--- config.mk ---
export PLATFORM = sky130hd
export DESIGN_NAME = pm_csr_block
export DESIGN_NICKNAME = d
export VERILOG_FILES = /design/src/rtl/pm_cfg_pkg.sv /design/src/rtl/index_data_port.sv /design/src/rtl/pm_csr_block.sv
export SDC_FILE = /design/constraint.sdc
export NUM_CORES = 1
export LEC_CHECK = 0
export ABC_AREA = 0
export BUFFER_PORTS_ARGS = -buffer_cell sky130_fd_sc_hd__buf_2
export CORE_MARGIN = 3
export CORE_UTILIZATION = 52
export DETAILED_ROUTE_END_ITERATION = 6
export PLACE_DENSITY_LB_ADDON = 0.3
export SLEW_MARGIN = 30
export SYNTH_ARGS = -nofsm -noshare
export SYNTH_HDL_FRONTEND = slang
export SYNTH_SLANG_ARGS = --single-unit
--- constraint.sdc ---
create_clock -name mclk -period 4.1 [get_ports mclk]
set_input_delay 0.205 -clock mclk [delete_from_list [all_inputs] [get_ports mclk]]
set_output_delay 0.205 -clock mclk [all_outputs]
set_load 0.02 [all_outputs]
--- src/rtl/pm_cfg_pkg.sv ---
// Constants for the power management control/status and index/data I/O base logic.
// Assumes configuration offsets are byte addresses of aligned 32-bit words.
package pm_cfg_pkg;
	// ****************************************
	// Register offsets
	// ****************************************
	localparam logic [7:0] OFF_POWER_MGMT_CTRL_STATUS = 8'h54;
	localparam logic [7:0] OFF_INDEX_DATA_IO_BASE = 8'h58;

	// ****************************************
	// Field positions
	// ****************************************
	localparam int WAKE_STATUS_BIT = 15;
	localparam int WAKE_ENABLE_BIT = 8;
	localparam int PSTATE_LSB = 0;
	localparam int PSTATE_MSB = 1;
	localparam int BASE_LSB = 1;

	// ****************************************
	// Reset values
	// ****************************************
	localparam logic [15:0] PMCSR_RESET = 16'h0000;
	localparam logic [31:0] BASE_RESET = 32'h0000_0000;

	// ****************************************
	// Power state encodings
	// ****************************************
	localparam logic [1:0] PSTATE_D0 = 2'h0;
	localparam logic [1:0] PSTATE_D1 = 2'h1;
	localparam logic [1:0] PSTATE_D2 = 2'h2;
	localparam logic [1:0] PSTATE_D3HOT = 2'h3;

	// ****************************************
	// Index/data offsets from the I/O base
	// ****************************************
	localparam logic [31:0] INDEX_OFFSET = 32'h0000_0000;
	localparam logic [31:0] DATA_OFFSET = 32'h0000_0001;
endpackage

--- src/rtl/index_data_port.sv ---
// Index/data register pair decoded from host I/O cycles at a programmable base.
// Assumes I/O strobes are single-cycle and synchronous to mclk.
`timescale 1ns/1ns
`default_nettype none
module index_data_port
	import pm_cfg_pkg::*;
#(
	parameter int DATA_W = 32,
	parameter int IDX_W = 8
) (
	input wire logic mclk,
	input wire logic rst_n,
	input wire logic pci_rst_n,
	input wire logic [31:0] io_base,
	input wire logic io_rd,
	input wire logic io_wr,
	input wire logic [31:0] io_addr,
	input wire logic [DATA_W-1:0] io_wdata,
	input wire logic [DATA_W-1:0] hpc_rdata,
	output logic io_claim,
	output logic [DATA_W-1:0] io_rdata,
	output logic [IDX_W-1:0] hpc_index,
	output logic hpc_wr,
	output logic hpc_rd,
	output logic [DATA_W-1:0] hpc_wdata
);
	typedef struct packed {
		logic claim;
		logic [DATA_W-1:0] rdata;
		logic [IDX_W-1:0] index;
		logic wr;
		logic rd;
		logic [DATA_W-1:0] wdata;
	} port_state_s;

	port_state_s s_q, s_d;
	logic base_valid, hit_idx, hit_dat;

	// ****************************************
	// Address decode
	// ****************************************
	always_comb begin
		base_valid = (io_base != BASE_RESET);
		hit_idx = base_valid && (io_addr == io_base + INDEX_OFFSET);
		hit_dat = base_valid && (io_addr == io_base + DATA_OFFSET);
	end

	always_comb begin
		s_d = s_q;
		s_d.claim = (io_rd || io_wr) && (hit_idx || hit_dat);
		s_d.wr = io_wr && hit_dat;
		s_d.rd = io_rd && hit_dat;
		s_d.rdata = '0;
		if (io_wr && hit_dat) begin
			s_d.wdata = io_wdata;
		end
		if (io_wr && hit_idx) begin
			s_d.index = io_wdata[IDX_W-1:0];
		end
		if (io_rd && hit_idx) begin
			s_d.rdata = DATA_W'(s_q.index);
		end else if (io_rd && hit_dat) begin
			s_d.rdata = hpc_rdata;
		end
		if (!pci_rst_n) begin
			s_d = '0;
		end
	end

	always_ff @(posedge mclk or negedge rst_n) begin
		if (!rst_n) begin
			s_q <= '0;
		end else begin
			s_q <= s_d;
		end
	end

	assign io_claim = s_q.claim;
	assign io_rdata = s_q.rdata;
	assign hpc_index = s_q.index;
	assign hpc_wr = s_q.wr;
	assign hpc_rd = s_q.rd;
	assign hpc_wdata = s_q.wdata;

	// ****************************************
	// Checks
	// ****************************************
	property p_claim_match;
		@(posedge mclk) disable iff (!rst_n)
		(pci_rst_n && io_rd && io_base != 32'h0 && io_addr == io_base) |=> io_claim;
	endproperty
	a_claim_match: assert property (p_claim_match) else $error("Index address not claimed");

	property p_no_claim_zero;
		@(posedge mclk) disable iff (!rst_n)
		(io_base == 32'h0) |=> !io_claim;
	endproperty
	a_no_claim_zero: assert property (p_no_claim_zero) else $error("Claim with zero base");

	property p_data_strobe;
		@(posedge mclk) disable iff (!rst_n)
		(pci_rst_n && io_wr && io_base != 32'h0 && io_addr == io_base + 32'h1)
		|=> (hpc_wr && hpc_wdata == $past(io_wdata));
	endproperty
	a_data_strobe: assert property (p_data_strobe) else $error("Data write not forwarded");
endmodule
`default_nettype wire

--- src/rtl/pm_csr_block.sv ---
// Power management control/status register and index/data I/O base register.
// Assumes one-cycle configuration strobes with a byte-address offset, synchronous to mclk.
`timescale 1ns/1ns
`default_nettype none
module pm_csr_block
	import pm_cfg_pkg::*;
#(
	parameter int DATA_W = 32,
	parameter int IDX_W = 8
) (
	input wire logic mclk,
	input wire logic rst_n,
	input wire logic pci_rst_n,
	input wire logic cfg_rd,
	input wire logic cfg_wr,
	input wire logic [7:0] cfg_addr,
	input wire logic [3:0] cfg_be,
	input wire logic [31:0] cfg_wdata,
	output logic cfg_ack,
	output logic [31:0] cfg_rdata,
	input wire logic wake_event,
	output logic wake_oe,
	output logic [1:0] power_state,
	output logic std_cfg_reset,
	input wire logic io_rd,
	input wire logic io_wr,
	input wire logic [31:0] io_addr,
	input wire logic [DATA_W-1:0] io_wdata,
	output logic io_claim,
	output logic [DATA_W-1:0] io_rdata,
	input wire logic [DATA_W-1:0] hpc_rdata,
	output logic [IDX_W-1:0] hpc_index,
	output logic hpc_wr,
	output logic hpc_rd,
	output logic [DATA_W-1:0] hpc_wdata
);
	// ****************************************
	// State
	// ****************************************
	typedef struct packed {
		logic wake_status;
		logic wake_enable;
		logic [1:0] pstate;
		logic [31:BASE_LSB] base;
		logic wake_pin;
		logic cfg_rst;
		logic ack;
		logic [31:0] rdata;
	} csr_state_s;

	csr_state_s s_q, s_d;
	logic wr_pm, wr_base, rd_pm, rd_base;
	logic [15:0] pm_view;
	logic [31:0] base_view;

	function automatic logic hits(input logic [7:0] a, input logic [7:0] off);
		return a[7:2] == off[7:2];
	endfunction

	// ****************************************
	// Decode and read views
	// ****************************************
	always_comb begin
		wr_pm = pci_rst_n && cfg_wr && hits(cfg_addr, OFF_POWER_MGMT_CTRL_STATUS);
		wr_base = pci_rst_n && cfg_wr && hits(cfg_addr, OFF_INDEX_DATA_IO_BASE);
		rd_pm = pci_rst_n && cfg_rd && hits(cfg_addr, OFF_POWER_MGMT_CTRL_STATUS);
		rd_base = pci_rst_n && cfg_rd && hits(cfg_addr, OFF_INDEX_DATA_IO_BASE);
		pm_view = PMCSR_RESET;
		pm_view[WAKE_STATUS_BIT] = s_q.wake_status;
		pm_view[WAKE_ENABLE_BIT] = s_q.wake_enable;
		pm_view[PSTATE_MSB:PSTATE_LSB] = s_q.pstate;
		base_view = {s_q.base, 1'b0};
	end

	// ****************************************
	// Next state
	// ****************************************
	always_comb begin
		s_d = s_q;
		s_d.ack = cfg_rd || cfg_wr;
		s_d.rdata = '0;
		s_d.cfg_rst = 1'b0;
		if (rd_pm) begin
			s_d.rdata = {16'h0000, pm_view};
		end else if (rd_base) begin
			s_d.rdata = base_view;
		end
		if (wr_pm && cfg_be[1]) begin
			if (cfg_wdata[WAKE_STATUS_BIT]) begin
				s_d.wake_status = 1'b0;
			end
			s_d.wake_enable = cfg_wdata[WAKE_ENABLE_BIT];
		end
		if (wr_pm && cfg_be[0]) begin
			s_d.pstate = cfg_wdata[PSTATE_MSB:PSTATE_LSB];
			if (s_q.pstate == PSTATE_D3HOT && s_d.pstate == PSTATE_D0) begin
				s_d.cfg_rst = 1'b1;
			end
		end
		if (wr_base) begin
			if (cfg_be[0]) s_d.base[7:1] = cfg_wdata[7:1];
			if (cfg_be[1]) s_d.base[15:8] = cfg_wdata[15:8];
			if (cfg_be[2]) s_d.base[23:16] = cfg_wdata[23:16];
			if (cfg_be[3]) s_d.base[31:24] = cfg_wdata[31:24];
		end
		if (wake_event) begin
			s_d.wake_status = 1'b1;
		end
		if (!pci_rst_n) begin
			s_d.pstate = PSTATE_D0;
			s_d.base = '0;
			s_d.cfg_rst = 1'b0;
			s_d.ack = 1'b0;
		end
		s_d.wake_pin = s_d.wake_status && s_d.wake_enable;
	end

	// Internal reset pulse reaches only the standard registers outside; nothing here uses it
	always_ff @(posedge mclk or negedge rst_n) begin
		if (!rst_n) begin
			s_q <= '0;
		end else begin
			s_q <= s_d;
		end
	end

	assign cfg_ack = s_q.ack;
	assign cfg_rdata = s_q.rdata;
	assign wake_oe = s_q.wake_pin;
	assign power_state = s_q.pstate;
	assign std_cfg_reset = s_q.cfg_rst;

	// ****************************************
	// Index/data port
	// ****************************************
	index_data_port #(
		.DATA_W(DATA_W),
		.IDX_W(IDX_W)
	) u_port (
		.mclk(mclk),
		.rst_n(rst_n),
		.pci_rst_n(pci_rst_n),
		.io_base({s_q.base, 1'b0}),
		.io_rd(io_rd),
		.io_wr(io_wr),
		.io_addr(io_addr),
		.io_wdata(io_wdata),
		.hpc_rdata(hpc_rdata),
		.io_claim(io_claim),
		.io_rdata(io_rdata),
		.hpc_index(hpc_index),
		.hpc_wr(hpc_wr),
		.hpc_rd(hpc_rd),
		.hpc_wdata(hpc_wdata)
	);

	// ****************************************
	// Checks
	// ****************************************
	property p_status_set;
		@(posedge mclk) disable iff (!rst_n)
		wake_event |=> s_q.wake_status;
	endproperty
	a_status_set: assert property (p_status_set) else $error("Wake status not set");

	property p_status_clear;
		@(posedge mclk) disable iff (!rst_n)
		(wr_pm && cfg_be[1] && cfg_wdata[15] && !wake_event) |=> (!s_q.wake_status && !wake_oe);
	endproperty
	a_status_clear: assert property (p_status_clear) else $error("Wake status not cleared");

	property p_status_hold;
		@(posedge mclk) disable iff (!rst_n)
		(!pci_rst_n && s_q.wake_status) |=> s_q.wake_status;
	endproperty
	a_status_hold: assert property (p_status_hold) else $error("Bus reset cleared wake status");

	property p_pin_gated;
		@(posedge mclk) disable iff (!rst_n)
		wake_oe |-> (s_q.wake_enable && s_q.wake_status);
	endproperty
	a_pin_gated: assert property (p_pin_gated) else $error("Wake driven while disabled");

	property p_enable_hold;
		@(posedge mclk) disable iff (!rst_n)
		(!pci_rst_n && !cfg_wr) |=> $stable(s_q.wake_enable);
	endproperty
	a_enable_hold: assert property (p_enable_hold) else $error("Bus reset changed wake enable");

	property p_state_write;
		@(posedge mclk) disable iff (!rst_n)
		(pci_rst_n && wr_pm && cfg_be[0]) |=> (power_state == $past(cfg_wdata[1:0]));
	endproperty
	a_state_write: assert property (p_state_write) else $error("Power state not updated");

	property p_zero_fields;
		@(posedge mclk) disable iff (!rst_n)
		(rd_pm && pci_rst_n) |=> (cfg_ack && cfg_rdata[14:9] == 6'h00 && cfg_rdata[7:2] == 6'h00);
	endproperty
	a_zero_fields: assert property (p_zero_fields) else $error("Zero fields not zero");

	property p_d3_exit;
		@(posedge mclk) disable iff (!rst_n)
		(pci_rst_n && wr_pm && cfg_be[0] && power_state == 2'h3 && cfg_wdata[1:0] == 2'h0)
		|=> std_cfg_reset ##1 !std_cfg_reset;
	endproperty
	a_d3_exit: assert property (p_d3_exit) else $error("No internal reset on D3hot exit");

	property p_reset_keeps;
		@(posedge mclk) disable iff (!rst_n)
		std_cfg_reset |-> ($stable(s_q.base) && $stable(s_q.wake_enable));
	endproperty
	a_reset_keeps: assert property (p_reset_keeps) else $error("Internal reset changed registers");

	property p_base_bit0;
		@(posedge mclk) disable iff (!rst_n)
		(rd_base && pci_rst_n) |=> (cfg_rdata[0] == 1'b0);
	endproperty
	a_base_bit0: assert property (p_base_bit0) else $error("Base bit 0 not zero");

	property p_csr_kept;
		@(posedge mclk) disable iff (!rst_n)
		(pci_rst_n && std_cfg_reset && !wake_event && !wr_pm)
		|=> ($stable(s_q.wake_status) && $stable(s_q.wake_enable) && $stable(power_state));
	endproperty
	a_csr_kept: assert property (p_csr_kept) else $error("Internal reset changed the CSR");

	property p_base_write;
		@(posedge mclk) disable iff (!rst_n)
		(wr_base && cfg_be == 4'hF) |=> ({s_q.base, 1'b0} == ($past(cfg_wdata) & 32'hFFFF_FFFE));
	endproperty
	a_base_write: assert property (p_base_write) else $error("Base write lost");

	property p_enable_write;
		@(posedge mclk) disable iff (!rst_n)
		(wr_pm && cfg_be[1]) |=> (s_q.wake_enable == $past(cfg_wdata[8]));
	endproperty
	a_enable_write: assert property (p_enable_write) else $error("Wake enable not written");

	property p_pin_follows;
		@(posedge mclk) disable iff (!rst_n)
		(wake_event && s_q.wake_enable && !wr_pm) |=> wake_oe;
	endproperty
	a_pin_follows: assert property (p_pin_follows) else $error("Wake not driven while enabled");

	property p_status_write0;
		@(posedge mclk) disable iff (!rst_n)
		(wr_pm && cfg_be[1] && !cfg_wdata[15] && s_q.wake_status) |=> s_q.wake_status;
	endproperty
	a_status_write0: assert property (p_status_write0) else $error("Writing 0 cleared status");

	property p_status_idle;
		@(posedge mclk) disable iff (!rst_n)
		(!wake_event && !s_q.wake_status) |=> !s_q.wake_status;
	endproperty
	a_status_idle: assert property (p_status_idle) else $error("Wake status set without event");

	property p_bus_reset;
		@(posedge mclk) disable iff (!rst_n)
		!pci_rst_n |=> (!cfg_ack && power_state == PSTATE_D0 && {s_q.base, 1'b0} == BASE_RESET);
	endproperty
	a_bus_reset: assert property (p_bus_reset) else $error("Bus reset not applied");

	property p_reset_cause;
		@(posedge mclk) disable iff (!rst_n)
		std_cfg_reset |-> ($past(power_state) == PSTATE_D3HOT && power_state == PSTATE_D0);
	endproperty
	a_reset_cause: assert property (p_reset_cause) else $error("Internal reset without D3hot exit");

	property p_status_read;
		@(posedge mclk) disable iff (!rst_n)
		rd_pm |=> (cfg_rdata[WAKE_STATUS_BIT] == $past(s_q.wake_status));
	endproperty
	a_status_read: assert property (p_status_read) else $error("Wake status read wrong");

	property p_state_read;
		@(posedge mclk) disable iff (!rst_n)
		rd_pm |=> (cfg_rdata[1:0] == $past(power_state));
	endproperty
	a_state_read: assert property (p_state_read) else $error("Power state read wrong");

	property p_state_hold;
		@(posedge mclk) disable iff (!rst_n)
		(pci_rst_n && !wr_pm) |=> $stable(power_state);
	endproperty
	a_state_hold: assert property (p_state_hold) else $error("Power state moved without write");

	property p_base_hold;
		@(posedge mclk) disable iff (!rst_n)
		(pci_rst_n && !wr_base) |=> $stable(s_q.base);
	endproperty
	a_base_hold: assert property (p_base_hold) else $error("Base moved without write");
endmodule
`default_nettype wire

# Yosys cells after proc, flatten, opt, wreduce, memory -nomap -nowiden
# Cells that the tools add are included.
# op_classes
n_lt_le_gt_ge	0
mux	20
div_mod_pow	0
reduce_logical	26
bitwise	0
shifts	0
eq_ne	13
n_addsub	1
mul	0
# op_table
cell	n
$mux 32	5
$mux 75	1
$eq 32x32->1	2
$mux 33	1
$add 32x1->32 const B	1
$mux 8	4
$reduce_bool 32->1	1
$mux 31	1
$logic_and 1x1->1	17
$ne 2x1->1 const B	8
$eq 6x5->1 const B	2
$reduce_and 2->1	4
$mux 7	1
$mux 2	3
$mux 1	4
$logic_or 1x1->1	3
$eq 2x2->1 const B	1
$logic_not 2->1	1
# totals
mem_bits_ro	0
input_bits	148
ramBits	0
register_bits	145
memories	0
latchBits	0

# Longest topological paths before layout
# Gate-level depths: netlist of run 1.
# depth
depth_word	7
ltp_mapped	6

# Cells and area by module
# A second synthesis of run 1 with hierarchy kept.
# hier_totals
cells_unflattened	755
hier_area_um2	7370.8
# by_module_without_submodules
module	n_inst	area_per_inst_um2	cells_each
index_data_port	1	4551.9	505
pm_csr_block	1	2819.0	250

# Worst setup path before layout of run 1
# No wires, ideal clock.
# synth_path
path_kind	flip-flop to flip-flop
from	reg s_q, in the netlist base_view[16]
to	reg u_port.s_q, in the netlist u_port.hpc_index[0]
t_arrival_ns	1.977
setup_ns	0.123
n_path_buf	1
path_stages_with_launch	7
path_slack_ns	1.999
path_cell_list	dfrtp_1 xnor2_1 nand4_1 or4_4 or4_4 buf_6 mux2i_1
# synth_via
elab_chain_cells	4
# synth_lines
item	line_no	text
start, declared	pm_csr_block.sv:51	csr_state_s s_q, s_d;
start signal, assigned	pm_csr_block.sv:121	s_q <= '0;
start signal, assigned	pm_csr_block.sv:123	s_q <= s_d;
$eq 32x32->1 / $reduce_bool 32->1 (equally long branches)	index_data_port.sv:44, index_data_port.sv:43	
$logic_and 1x1->1 *	index_data_port.sv:44	hit_idx = base_valid && (io_addr == io_base + INDEX_OFFSET);
$logic_and 1x1->1 *	index_data_port.sv:57	if (io_wr && hit_idx) begin
$ne 2x1->1 (no source line) *	n/a	
end signal, assigned	index_data_port.sv:72	s_q <= '0;
end signal, assigned	index_data_port.sv:74	s_q <= s_d;
end, declared	index_data_port.sv:36	port_state_s s_q, s_d;
# Every way passes the cells marked *; elsewhere a longest branch is shown, timed or not.
# A chain may end at the register's enable or synchronous reset.

# Worst setup path in the final report of run 1
# layout_path
from	reg s_q, in the netlist base_view[16]
to	reg u_port.s_q, in the netlist u_port.hpc_wdata[25]
# layout_via
elab_chain_cells	5
# layout_lines
item	line_no	text
$add 32x1->32	index_data_port.sv:45	hit_dat = base_valid && (io_addr == io_base + DATA_OFFSET);
$eq 32x32->1	index_data_port.sv:45	
$logic_and 1x1->1 *	index_data_port.sv:45	
$logic_and 1x1->1 *	index_data_port.sv:54	if (io_wr && hit_dat) begin
$ne 2x1->1 (no source line) *	n/a	
# Marked as above.

==> flow_metrics.py, run 1 <==
metrics = {
    "placed_design": {
        "port_buffers": 257,
        "place.gp.congestion": 0.8462,
        "placed_area_um2": 7594,
        "dp_hpwl_um": 12240,
        "place_worst_setup_slack_ps": 1328,
    },
    "routing": {
        "drtAntennaViolNets": 0,
        "drc_errors": 0,
        "via_per_inst": 5.218,
        "routed_wl_um": 17000,
        "drt_first_pass_iters": 7,
        "wl_per_cell_um": 16.96,
        "vias": 5228,
        "drt-initial-drc-count": 319,
    },
    "timing": {
        "rsz0062_at_grt": "false",
        "period_needed_ps": 2469,
        "max-slew-margin-rel_pct": 38.28,
        "fin_ws_ps": 1631,
        "maxSlewViolCount": 0,
        "tightest_slew_ps": 924.4,
        "hold_viol": 0,
        "min_period_over_period_pct": 60.23,
        "fmax_mhz": 404.9,
        "setup_viol": 0,
        "tns_ps": 0,
        "finalClockSkew_ps": 8.802,
    },
    "power": {
        "power_mw": 3.266,
        "power.share.switching_pct": 21.29,
        "pwr-share-comb_pct": 6.4,
        "ir_worst_vdd_mv": 0.2361,
        "powerDensity_nw_per_um2": 388.5,
        "intPower_mw": 2.571,
        "leakage_nw": 4.428,
        "power_switching_mw": 0.6953,
        "p_seq_share_pct": 43.9,
        "p_clk_share_pct": 49.6,
    },
    "global_route": {
        "grt_max_degree": 77,
        "grt_pass1_wl_um": 26540,
        "grt_pass1_vias": 5349,
        "antenna_found_initial": 1,
        "grtUsageTotal_pct": 26.06,
        "grt_overflow_total": 0,
    },
    "clock_tree": {
        "h-tree-depth": 4,
        "cts.sinks": 145,
        "post_cts_buffers": 0,
        "insertion_delay_ps": 420,
        "cts_tree": "built",
        "cts_buffer_depth": 2,
        "clkTransAtPathRegs_ps": 60,
        "cts_root_buffer": "clkbuf_16",
        "cts_made_buffers": 17,
    },
    "finish": {
        "synthToLayoutAreaGrowth_pct": 35.36,
        "fin_area_um2": 8406,
        "n_fill_cell": 819,
        "drive_gt1_share_pct": 35.20,
        "final_net_count": 994,
    },
    "worst_setup_path": {
        "startpoint_type": "flip-flop",
        "path_class": "reg -> reg",
        "endpoint_kind": "flip-flop",
        "critPathMaxFanout": 32,
        "reg2reg_depth": 6,
        "path_buf_inv": 1,
        "cp.required_ps": 4430,
        "slowest_delay_ps": 590,
        "reg2reg_from": "base_view[16]",
        "worst_ep_arrival_time_ps": 2800,
        "timing.rr.end": "u_port.hpc_wdata[25]",
        "path_cells": "xnor2_1 > nand4_1 > or4_4 > nor4_4 > buf_4 > mux2i_1",
        "r2r_slack_ps": 1630,
        "cpMaxStageDelayCell": "or4_4",
        "path_delay_family": "simple AND/OR/NAND/NOR gates",
    },
    "synthesis": {
        "synth_cell_type_count": 34,
        "netlist_area_um2": 6210,
        "syn_nets": 727,
        "synth_cells": 579,
        "postSynthAreaPerCell_um2": 10.72,
        "yosys_warnings": 0,
        "ys_ff_latch": 145,
        "ys_seq_area_share_pct": 58.43,
    },
    "floorplanning": {
        "start_util_pct": 53.69,
        "rows": 39,
        "die_y_um": 115.3,
        "die-area_um2": 13290,
        "coreArea_um2": 11560,
        "die_x_um": 115.3,
        "ios": 260,
    },
    "worst_hold_path": {
        "holdPathEnd": "u_port.io_rdata[14]",
        "worstHoldStart": "hpc_rdata[14]",
        "hold_class": "in -> reg",
        "hold_depth": 3,
    },
    "flow_run": {
        "maxCapViolCount": 0,
    },
    "status": {
        "status": "completed",
    },
}
-- flip-flops by register name (all words and copies together), names as in the netlist --
name / flops
base_view: 31
std_cfg_reset: 1
u_port.hpc_rd: 1
power_state: 2
u_port.io_rdata: 32
u_port.io_claim: 1
pm_view: 2
cfg_ack: 1
cfg_rdata: 32
wake_oe: 1
u_port.hpc_index: 8
u_port.hpc_wdata: 32
u_port.hpc_wr: 1
-- timing repair --
item,CTS,global route
resized for setup,0,0
hold buffers,18,0
hold endpoints to repair,72,0
-- per-stage QoR --
stage	cells	utilization, %	hold slack, ps
6_report	1002	72.68	22.02
5_1_grt	1002	72.68	5.271
4_1_cts	1000	72.56	0.4205
3_5_place_dp	951	65.66	193.0
3_3_place_gp	951	65.66	186.7
2_1_floorplan	579	-	-90.59
-- cell families (layout without fill, tap and decap cells) --
family          after synthesis  count (layout)  share of synthesized area (%)
simple gates                257             257                          20.49
flops                       145             145                          58.43
buf+inv                      58             337                          3.929
mux                          51              51                          8.241
compound gates               37              37                          4.534
xor+xnor                     31              31                          4.372
other cells                   0               1                              0
-- metal layers --
metal | share of wire, % | vias to the layer above | track usage [%]
met2 | 49 | 248 | 41.78
met3 | 8.6 | 33 | 8.421
met1 | 39 | 2475 | 32.25
met5 | 0 | - | 0
li1 | - | 2472 | -
met4 | 3.0 | 0 | 11.97
-- worst max-delay path by stage --
stage / startpoint / endpoint / slack (ps) / cells past startpoint
global placement: base_view[29] / u_port.io_rdata[11] / 1460 / 5
floorplan: base_view[16] / u_port.hpc_index[0] / 2000 / 6
detailed placement: base_view[23] / u_port.io_rdata[18] / 1330 / 5
CTS: base_view[23] / u_port.io_rdata[31] / 1290 / 5
finish: base_view[16] / u_port.hpc_wdata[25] / 1630 / 6
global route: base_view[13] / u_port.io_rdata[19] / 1390 / 6
-- worst min-delay path: stages --
cell	delay (ps)
buf_2	100
inv_1	40
nor3_1	40
-- power groups by stage --
stage / Combinational [mW] / Sequential [mW] / Clock, mW
2_1_floorplan: 0.0709 / 1.46 / 0
3_3_place_gp: 0.190 / 1.46 / 0
3_5_place_dp: 0.195 / 1.46 / 0
4_1_cts: 0.210 / 1.44 / 1.64
5_1_grt: 0.232 / 1.43 / 1.71
6_report: 0.209 / 1.44 / 1.62
-- layout make-up --
| type | count | area (um^2) | share of cell area [%] |
|---|---|---|---|
| well taps | 143 | 178.9 | 2.129 |
| diodes | 1 | 2.502 | 0.02977 |
| clock buffers | 20 | 456.7 | 5.433 |
| inverters | 24 | 90.09 | 1.072 |
| repair buffers | 282 | 1529 | 18.19 |
| multi-input cells | 376 | 2359 | 28.06 |
| flip-flops and latches | 145 | 3628 | 43.17 |
| clock inverters | 11 | 161.4 | 1.920 |
-- layout by cell type, fill, tap and decap left out, drive strengths merged, types with 18 or more instances in the layout --
cell / instances
a21boi: 31
and2: 32
buf: 264
clkbuf: 20
dfrtp: 145
dlygate4sd3: 18
inv: 24
mux2i: 50
nand2: 110
nand3: 35
nor3: 26
xnor2: 31
-- synth_stat cells, drive strengths merged --
library cell    n  area share [%]
mux2i          50             8.1
nor4bb          1            0.16
nor2b           2            0.20
o211ai          1            0.12
nand4b          1            0.14
and4            2            0.28
nor2           12            0.73
a21boi         31             3.7
nor3           26             2.1
or4             2            0.36
and2           32             3.2
nand3          35             2.8
or2             2            0.20
dfrtp         145              58
inv            24             1.5
buf             6            0.79
nand4          17             1.7
a22o            3            0.42
nor4           10             1.2
nand2         110             6.6
o21a            1            0.12
clkbuf         28             1.7
mux2            1            0.18
a21o            1            0.12
nor4b           1            0.14
and3            1            0.10
xnor2          31             4.4
nor3b           1            0.12
nand4bb         1            0.18
nand2b          1            0.10
Note: power is estimated with default switching activity, not from simulation.
==> run 2: changes to the inputs <==
--- a/config.mk
+++ b/config.mk
@@ -8,7 +8,7 @@
 export ABC_AREA = 0
 export BUFFER_PORTS_ARGS = -buffer_cell sky130_fd_sc_hd__buf_2
 export CORE_MARGIN = 3
-export CORE_UTILIZATION = 52
+export CORE_UTILIZATION = 48
 export DETAILED_ROUTE_END_ITERATION = 6
 export PLACE_DENSITY_LB_ADDON = 0.3
 export SLEW_MARGIN = 30
==> constraint.sdc (replaced) <==
create_clock -name mclk -period 2.5 [get_ports mclk]
set_input_delay 0.125 -clock mclk [delete_from_list [all_inputs] [get_ports mclk]]
set_output_delay 0.125 -clock mclk [all_outputs]
set_load 0.02 [all_outputs]
==> run 2 against run 1 <==
Effect of this change:
- cell count rose by 10%
- largest power group unchanged
- first-iteration DRC count is 42% higher
- largest cell class unchanged
- maximum frequency grew 8.3%
- sequential cell count unchanged
- power increased by 60%
- die area increased by 7.9%
==> flow_metrics.py, run 2 (synthesis results as in run 1) <==
metrics = {
    "timing": {
        "min_period_over_period_pct": 91.17,
        "tns_ps": 0,
        "fmax_mhz": 438.7,
        "finalClockSkew_ps": 7.782,
        "period_needed_ps": 2279,
        "rsz0062_at_grt": "false",
        "max-slew-margin-rel_pct": 46.50,
        "hold_viol": 0,
        "setup_viol": 0,
        "maxSlewViolCount": 0,
        "tightest_slew_ps": 800.6,
        "fin_worst_hold_slack_ps": 22.45,
    },
    "power": {
        "intPower_mw": 4.111,
        "powerDensity_nw_per_um2": 567.5,
        "power_switching_mw": 1.127,
        "p_seq_share_pct": 44.9,
        "power_mw": 5.239,
        "power.share.switching_pct": 21.52,
        "ir_worst_vdd_mv": 0.3652,
        "leakage_nw": 4.755,
        "pwr-share-comb_pct": 8.7,
        "p_clk_share_pct": 46.4,
    },
    "clock_tree": {
        "cts_made_buffers": 17,
        "cts_tree": "built",
        "cts_resized": 0,
        "cts.sinks": 145,
        "cts_root_buffer": "clkbuf_16",
        "cts_buffer_depth": 2,
        "post_cts_buffers": 0,
        "h-tree-depth": 4,
        "clkTransAtPathRegs_ps": 60,
        "hold_buffers": 97,
        "insertion_delay_ps": 420,
    },
    "finish": {
        "n_fill_cell": 791,
        "diodes": 0,
        "layout_common_cells": "buf_2, dfrtp_1, nand2_1",
        "final_net_count": 1074,
        "instances_no_fill": 1106,
        "final_common_cell": "buf_2",
        "synthToLayoutAreaGrowth_pct": 48.66,
        "drive_gt1_share_pct": 31.98,
    },
    "global_route": {
        "grt_pass1_wl_um": 31400,
        "grtUsageTotal_pct": 28.14,
        "grt_pass1_vias": 6068,
        "grt_overflow_total": 0,
        "grt_max_degree": 80,
        "antenna_found_initial": 0,
    },
    "routing": {
        "wl_per_cell_um": 17.88,
        "via_per_inst": 5.181,
        "routed_wl_um": 19770,
        "drt-initial-drc-count": 452,
        "drtAntennaViolNets": 0,
        "vias": 5730,
        "drt_first_pass_iters": 5,
        "drc_errors": 0,
    },
    "worst_setup_path": {
        "worstSetupEndpoint": "u_port.hpc_wdata[25]",
        "endpoint_kind": "flip-flop",
        "cp.required_ps": 2820,
        "reg2reg_from": "base_view[28]",
        "reg2reg_depth": 6,
        "worst_ep_arrival_time_ps": 2600,
        "path_class": "reg -> reg",
        "timing.rr.end": "u_port.hpc_wdata[25]",
        "worstSetupStartpoint": "base_view[28]",
        "startpoint_type": "flip-flop",
        "critPathMaxFanout": 32,
        "r2r_slack_ps": 220,
    },
    "flow_run": {
        "maxCapViolCount": 0,
    },
    "floorplanning": {
        "rows": 40,
        "ios": 260,
        "die_y_um": 119.7,
        "die-area_um2": 14340,
        "start_util_pct": 50.44,
        "coreArea_um2": 12310,
        "die_x_um": 119.7,
    },
    "placed_design": {
        "dp_hpwl_um": 12540,
        "placedCellCount": 978,
        "port_buffers": 257,
        "place.gp.congestion": 0.9893,
    },
    "worst_hold_path": {
        "hold_class": "in -> reg",
    },
    "status": {
        "status": "completed",
    },
}
## run 2: cell type report
type                       instances  area [um^2]  area share [%]
clock buffer                      27        523.0           5.665
inverter                          24        90.09          0.9759
timing repair buffer             362         2374           25.71
clock inverter                     4        47.55          0.5150
tap                              168        210.2           2.277
multi-input combinational        376         2359           25.55
sequential                       145         3628           39.31
## run 2: worst min path at each step
stage,endpoint,slack [ps],cells after the start,start
finish,base_view[11],20,3,cfg_wdata[11]
floorplan,base_view[10],-170,0,rst_n
detailed placement,cfg_rdata[17],210,1,rst_n
global placement,cfg_rdata[17],190,1,rst_n
global route,base_view[11],20,3,cfg_wdata[11]
CTS,base_view[10],9,3,cfg_wdata[10]
## run 2: layer usage
layer / global-route usage, % / vias up / part of all wire [%]
met3: 7.587 / 56 / 6.8
met5: 0 / - / 0
met1: 33.38 / 2770 / 39
met4: 11.31 / 0 / 2.9
li1: - / 2635 / -
met2: 48.66 / 269 / 51
## run 2: critical path, cell delays in order (launching register included)
cell and delay (ps):
dfrtp_1 430, xnor2_1 240, nand4_1 130, or4_4 590, nor4_4 200, buf_12 280
mux2i_1 290
## run 2: stage by stage
stage | cell area, um^2 | setup slack (ps) | utilization (%)
global route | 9231 | 93.99 | 74.98
finish | 9231 | 220.6 | 74.98
detailed placement | 7690 | 228.6 | 62.46
CTS | 9231 | 194.9 | 74.98
floorplan | 6210 | 399.3 | -
global placement | 7690 | 275.6 | 62.46
## run 2: power by group through the flow
stage          combinational [mW]  clock (mW)  sequential [mW]
2_1_floorplan               0.116           0             2.40
3_3_place_gp                0.315           0             2.40
5_1_grt                     0.491        2.58             2.35
3_5_place_dp                0.325           0             2.40
4_1_cts                     0.442        2.46             2.35
6_report                    0.454        2.43             2.35
==> run 3: changes to the inputs <==
--- a/config.mk
+++ b/config.mk
@@ -8,10 +8,11 @@
 export ABC_AREA = 0
 export BUFFER_PORTS_ARGS = -buffer_cell sky130_fd_sc_hd__buf_2
 export CORE_MARGIN = 3
-export CORE_UTILIZATION = 48
+export CORE_UTILIZATION = 50
 export DETAILED_ROUTE_END_ITERATION = 6
 export PLACE_DENSITY_LB_ADDON = 0.3
 export SLEW_MARGIN = 30
 export SYNTH_ARGS = -nofsm -noshare
 export SYNTH_HDL_FRONTEND = slang
+export SYNTH_HIERARCHICAL = 1
 export SYNTH_SLANG_ARGS = --single-unit
==> run 3 against run 2 <==
Effect of this change:
- hold slack improved by 31 ps
- power is 11% higher
- maximum frequency fell by 18%
- highest routed layer unchanged
- critical path type unchanged
- global-route usage increased by 3.4 points
- setup slack lost 500 ps
- the flow now finishes with violations (negative setup slack)
- clock skew grew 3.2 ps
==> flow_metrics.py, run 3 <==
metrics = {
    "floorplanning": {
        "die-area_um2": 16230,
        "die_x_um": 127.4,
        "die_y_um": 127.4,
        "coreArea_um2": 14150,
        "rows": 43,
        "ios": 260,
        "start_util_pct": 52.09,
    },
    "timing": {
        "finalClockSkew_ps": 11.02,
        "max-slew-margin-rel_pct": 18.39,
        "tns_ps": -9738,
        "rsz0062_at_grt": "true",
        "min_period_over_period_pct": 111.2,
        "fin_ws_ps": -280.1,
        "hold_viol": 0,
        "period_needed_ps": 2780,
        "fmax_mhz": 359.7,
        "setup_viol": 66,
        "tightest_slew_ps": 1221,
        "maxSlewViolCount": 0,
    },
    "power": {
        "powerDensity_nw_per_um2": 512.1,
        "leakage_nw": 5.776,
        "power_mw": 5.832,
        "power.share.switching_pct": 22.90,
        "ir_worst_vdd_mv": 0.4687,
        "power_switching_mw": 1.336,
        "p_seq_share_pct": 40.3,
        "p_clk_share_pct": 49.7,
        "intPower_mw": 4.496,
        "pwr-share-comb_pct": 9.9,
    },
    "clock_tree": {
        "h-tree-depth": 4,
        "cts_tree": "built",
        "cts_root_buffer": "clkbuf_16",
        "cts_buffer_depth": 2,
        "cts_made_buffers": 17,
        "cts.sinks": 145,
        "insertion_delay_ps": 420,
        "clkTransAtPathRegs_ps": 70,
    },
    "synthesis": {
        "ys_ff_latch": 145,
        "synth.largest_area_cell": "dfrtp_1",
        "yosysMostFrequentCell": "nand2_1",
        "synth_cell_type_count": 70,
        "synth_edf_count": 0,
        "yosys-top-cells-area": "dfrtp_1, nand2_1, mux2i_1, xor2_1, and2_1",
        "synth_commonest_cells": "nand2_1, dfrtp_1, mux2i_1",
        "synth_cells": 755,
        "synthFlopType": "dfrtp_1",
        "postSynthAreaPerCell_um2": 9.763,
        "postSynth.asyncResetShare_pct": 100.0,
        "yosysTopAreaCellShare_pct": 49.23,
        "ys_seq_area_share_pct": 49.23,
        "yosys_warnings": 6,
        "netlist_area_um2": 7371,
    },
    "global_route": {
        "grt_pass1_vias": 7707,
        "grt_overflow_total": 0,
        "grt_pass1_wl_um": 40620,
        "antenna_found_initial": 0,
        "grtUsageTotal_pct": 31.54,
        "grt_max_degree": 73,
    },
    "finish": {
        "layout_common_cells": "buf_2, nand2_1, dfrtp_1",
        "final_common_cell": "buf_2",
        "instances_no_fill": 1343,
        "drive_gt1_share_pct": 36.03,
        "synthToLayoutAreaGrowth_pct": 54.51,
        "final_net_count": 1300,
        "diodes": 0,
        "fin_util_pct": 80.48,
    },
    "worst_setup_path": {
        "cpMaxStageDelayCell": "or4_4",
        "worst_ep_arrival_time_ps": 3100,
        "path_delay_family": "simple AND/OR/NAND/NOR gates",
        "path_class": "reg -> reg",
        "endpoint_kind": "flip-flop",
        "critPathMaxFanout": 8,
        "path_buf_inv": 2,
        "slowest_delay_ps": 530,
        "cp.required_ps": 2820,
        "path_cells": "inv_2 > ha_4 > xnor2_2 > o211ai_1 > a221oi_2 > nand2_1 > or4_4 > or4_4 > clkbuf_16 > o31ai_2",
        "timing.critical_path.mode_cell": "or4_4",
        "r2r_slack_ps": -280,
        "startpoint_type": "flip-flop",
    },
    "status": {
        "status": "finished, violations left",
        "violations": "negative setup slack",
    },
    "routing": {
        "wl_per_cell_um": 20.80,
        "vias": 7827,
        "drtAntennaViolNets": 0,
        "drc_errors": 0,
        "drt-initial-drc-count": 1098,
        "via_per_inst": 5.828,
        "drt_first_pass_iters": 7,
        "routed_wl_um": 27940,
    },
    "placed_design": {
        "placedCellCount": 1197,
        "dp_hpwl_um": 15780,
        "place_worst_setup_slack_ps": -212.7,
        "port_buffers": 257,
        "place.gp.congestion": 0.9726,
    },
    "worst_hold_path": {
        "hold_class": "in -> reg",
    },
    "flow_run": {
        "maxCapViolCount": 0,
    },
}
## run 3: cell count changes in the layout (fill, tap and decap cells not counted), sizes merged, moves of 12 or more
cell,delta
nand2,+51
xnor2,-25
a21boi,-29
nand3,-16
xor2,+38
a21oi,+23
o21ai,+18
nor4,+12
nand4,+14
buf,+52
inv,-13
## run 3: kinds of logic (layout without fill, tap and decap cells)
| kind of cell | after synthesis | count (layout) | synth area share (%) |
|---|---|---|---|
| other cells | 1 | 5 | 0.05088 |
| flops | 145 | 145 | 49.23 |
| fa+ha+maj | 2 | 2 | 0.3394 |
| mux | 59 | 59 | 8.029 |
| xor+xnor | 44 | 44 | 5.228 |
| compound gates | 84 | 84 | 8.046 |
| buf+inv | 56 | 460 | 3.667 |
| simple gates | 364 | 364 | 25.41 |
## run 3: area by class of cell
cell class,count,area (um^2)
well taps,180,225.2
fillers,825,2761
clock inverters,13,231.5
multi-input cells,558,3864
repair buffers,420,2975
clock buffers,19,432.9
inverters,8,30.03
flip-flops and latches,145,3630
## run 3: through the flow
stage	hold WS (ps)	instance area, um^2
after CTS	22.69	11030
after global placement	95.58	9213
after detailed placement	94.97	9213
final	53.32	11390
after floorplan	-170.6	7521
after global routing	47.26	11390
## run 3: per-layer routing
layer  vias to the layer above  wire [um]  track usage, %
met4                         0       1052           10.85
met2                       562      13840           54.54
met5                         -          0               0
li1                       3440          -               -
met1                      3722      10360           39.40
met3                       103       2684           6.438
## run 3: repair_timing
item,in CTS,in global routing
hold endpoints to repair,148,0
endpoints found under the setup margin,66,74
pin swaps,3,18
setup buffers,4,2
hold buffers,100,0
gates resized for setup,9,41
gates cloned,3,5
## run 3: power groups by stage
| stage | Sequential, mW | Clock (mW) | Combinational (mW) |
|---|---|---|---|
| final | 2.35 | 2.90 | 0.579 |
| after global routing | 2.35 | 3.03 | 0.624 |
| after CTS | 2.35 | 2.90 | 0.533 |
| after detailed placement | 2.40 | 0 | 0.409 |
| after global placement | 2.40 | 0 | 0.407 |
| after floorplan | 2.40 | 0 | 0.172 |
## run 3: path summary, 6_finish.rpt
path / cells past startpoint / from / end
min in group asynchronous: 2 / rst_n / u_port/hpc_wdata[13]
hold / removal: 3 / io_rd / u_port/io_claim
max in group asynchronous: 3 / rst_n / base_view[1]
hold reg to reg: 1 / pm_view[8] / cfg_rdata[8]
setup / recovery: 10 / base_view[1] / u_port/io_rdata[2]
setup reg to reg: 10 / base_view[1] / u_port/io_rdata[2]
## run 3: worst reg2reg max path, stage by stage, from the launching register on
cell       delay (ps)
dfrtp_2           410
inv_2              80
ha_4              210
xnor2_2           110
o211ai_1          120
a221oi_2          200
nand2_1           130
or4_4             430
or4_4             540
clkbuf_16         230
o31ai_2           230
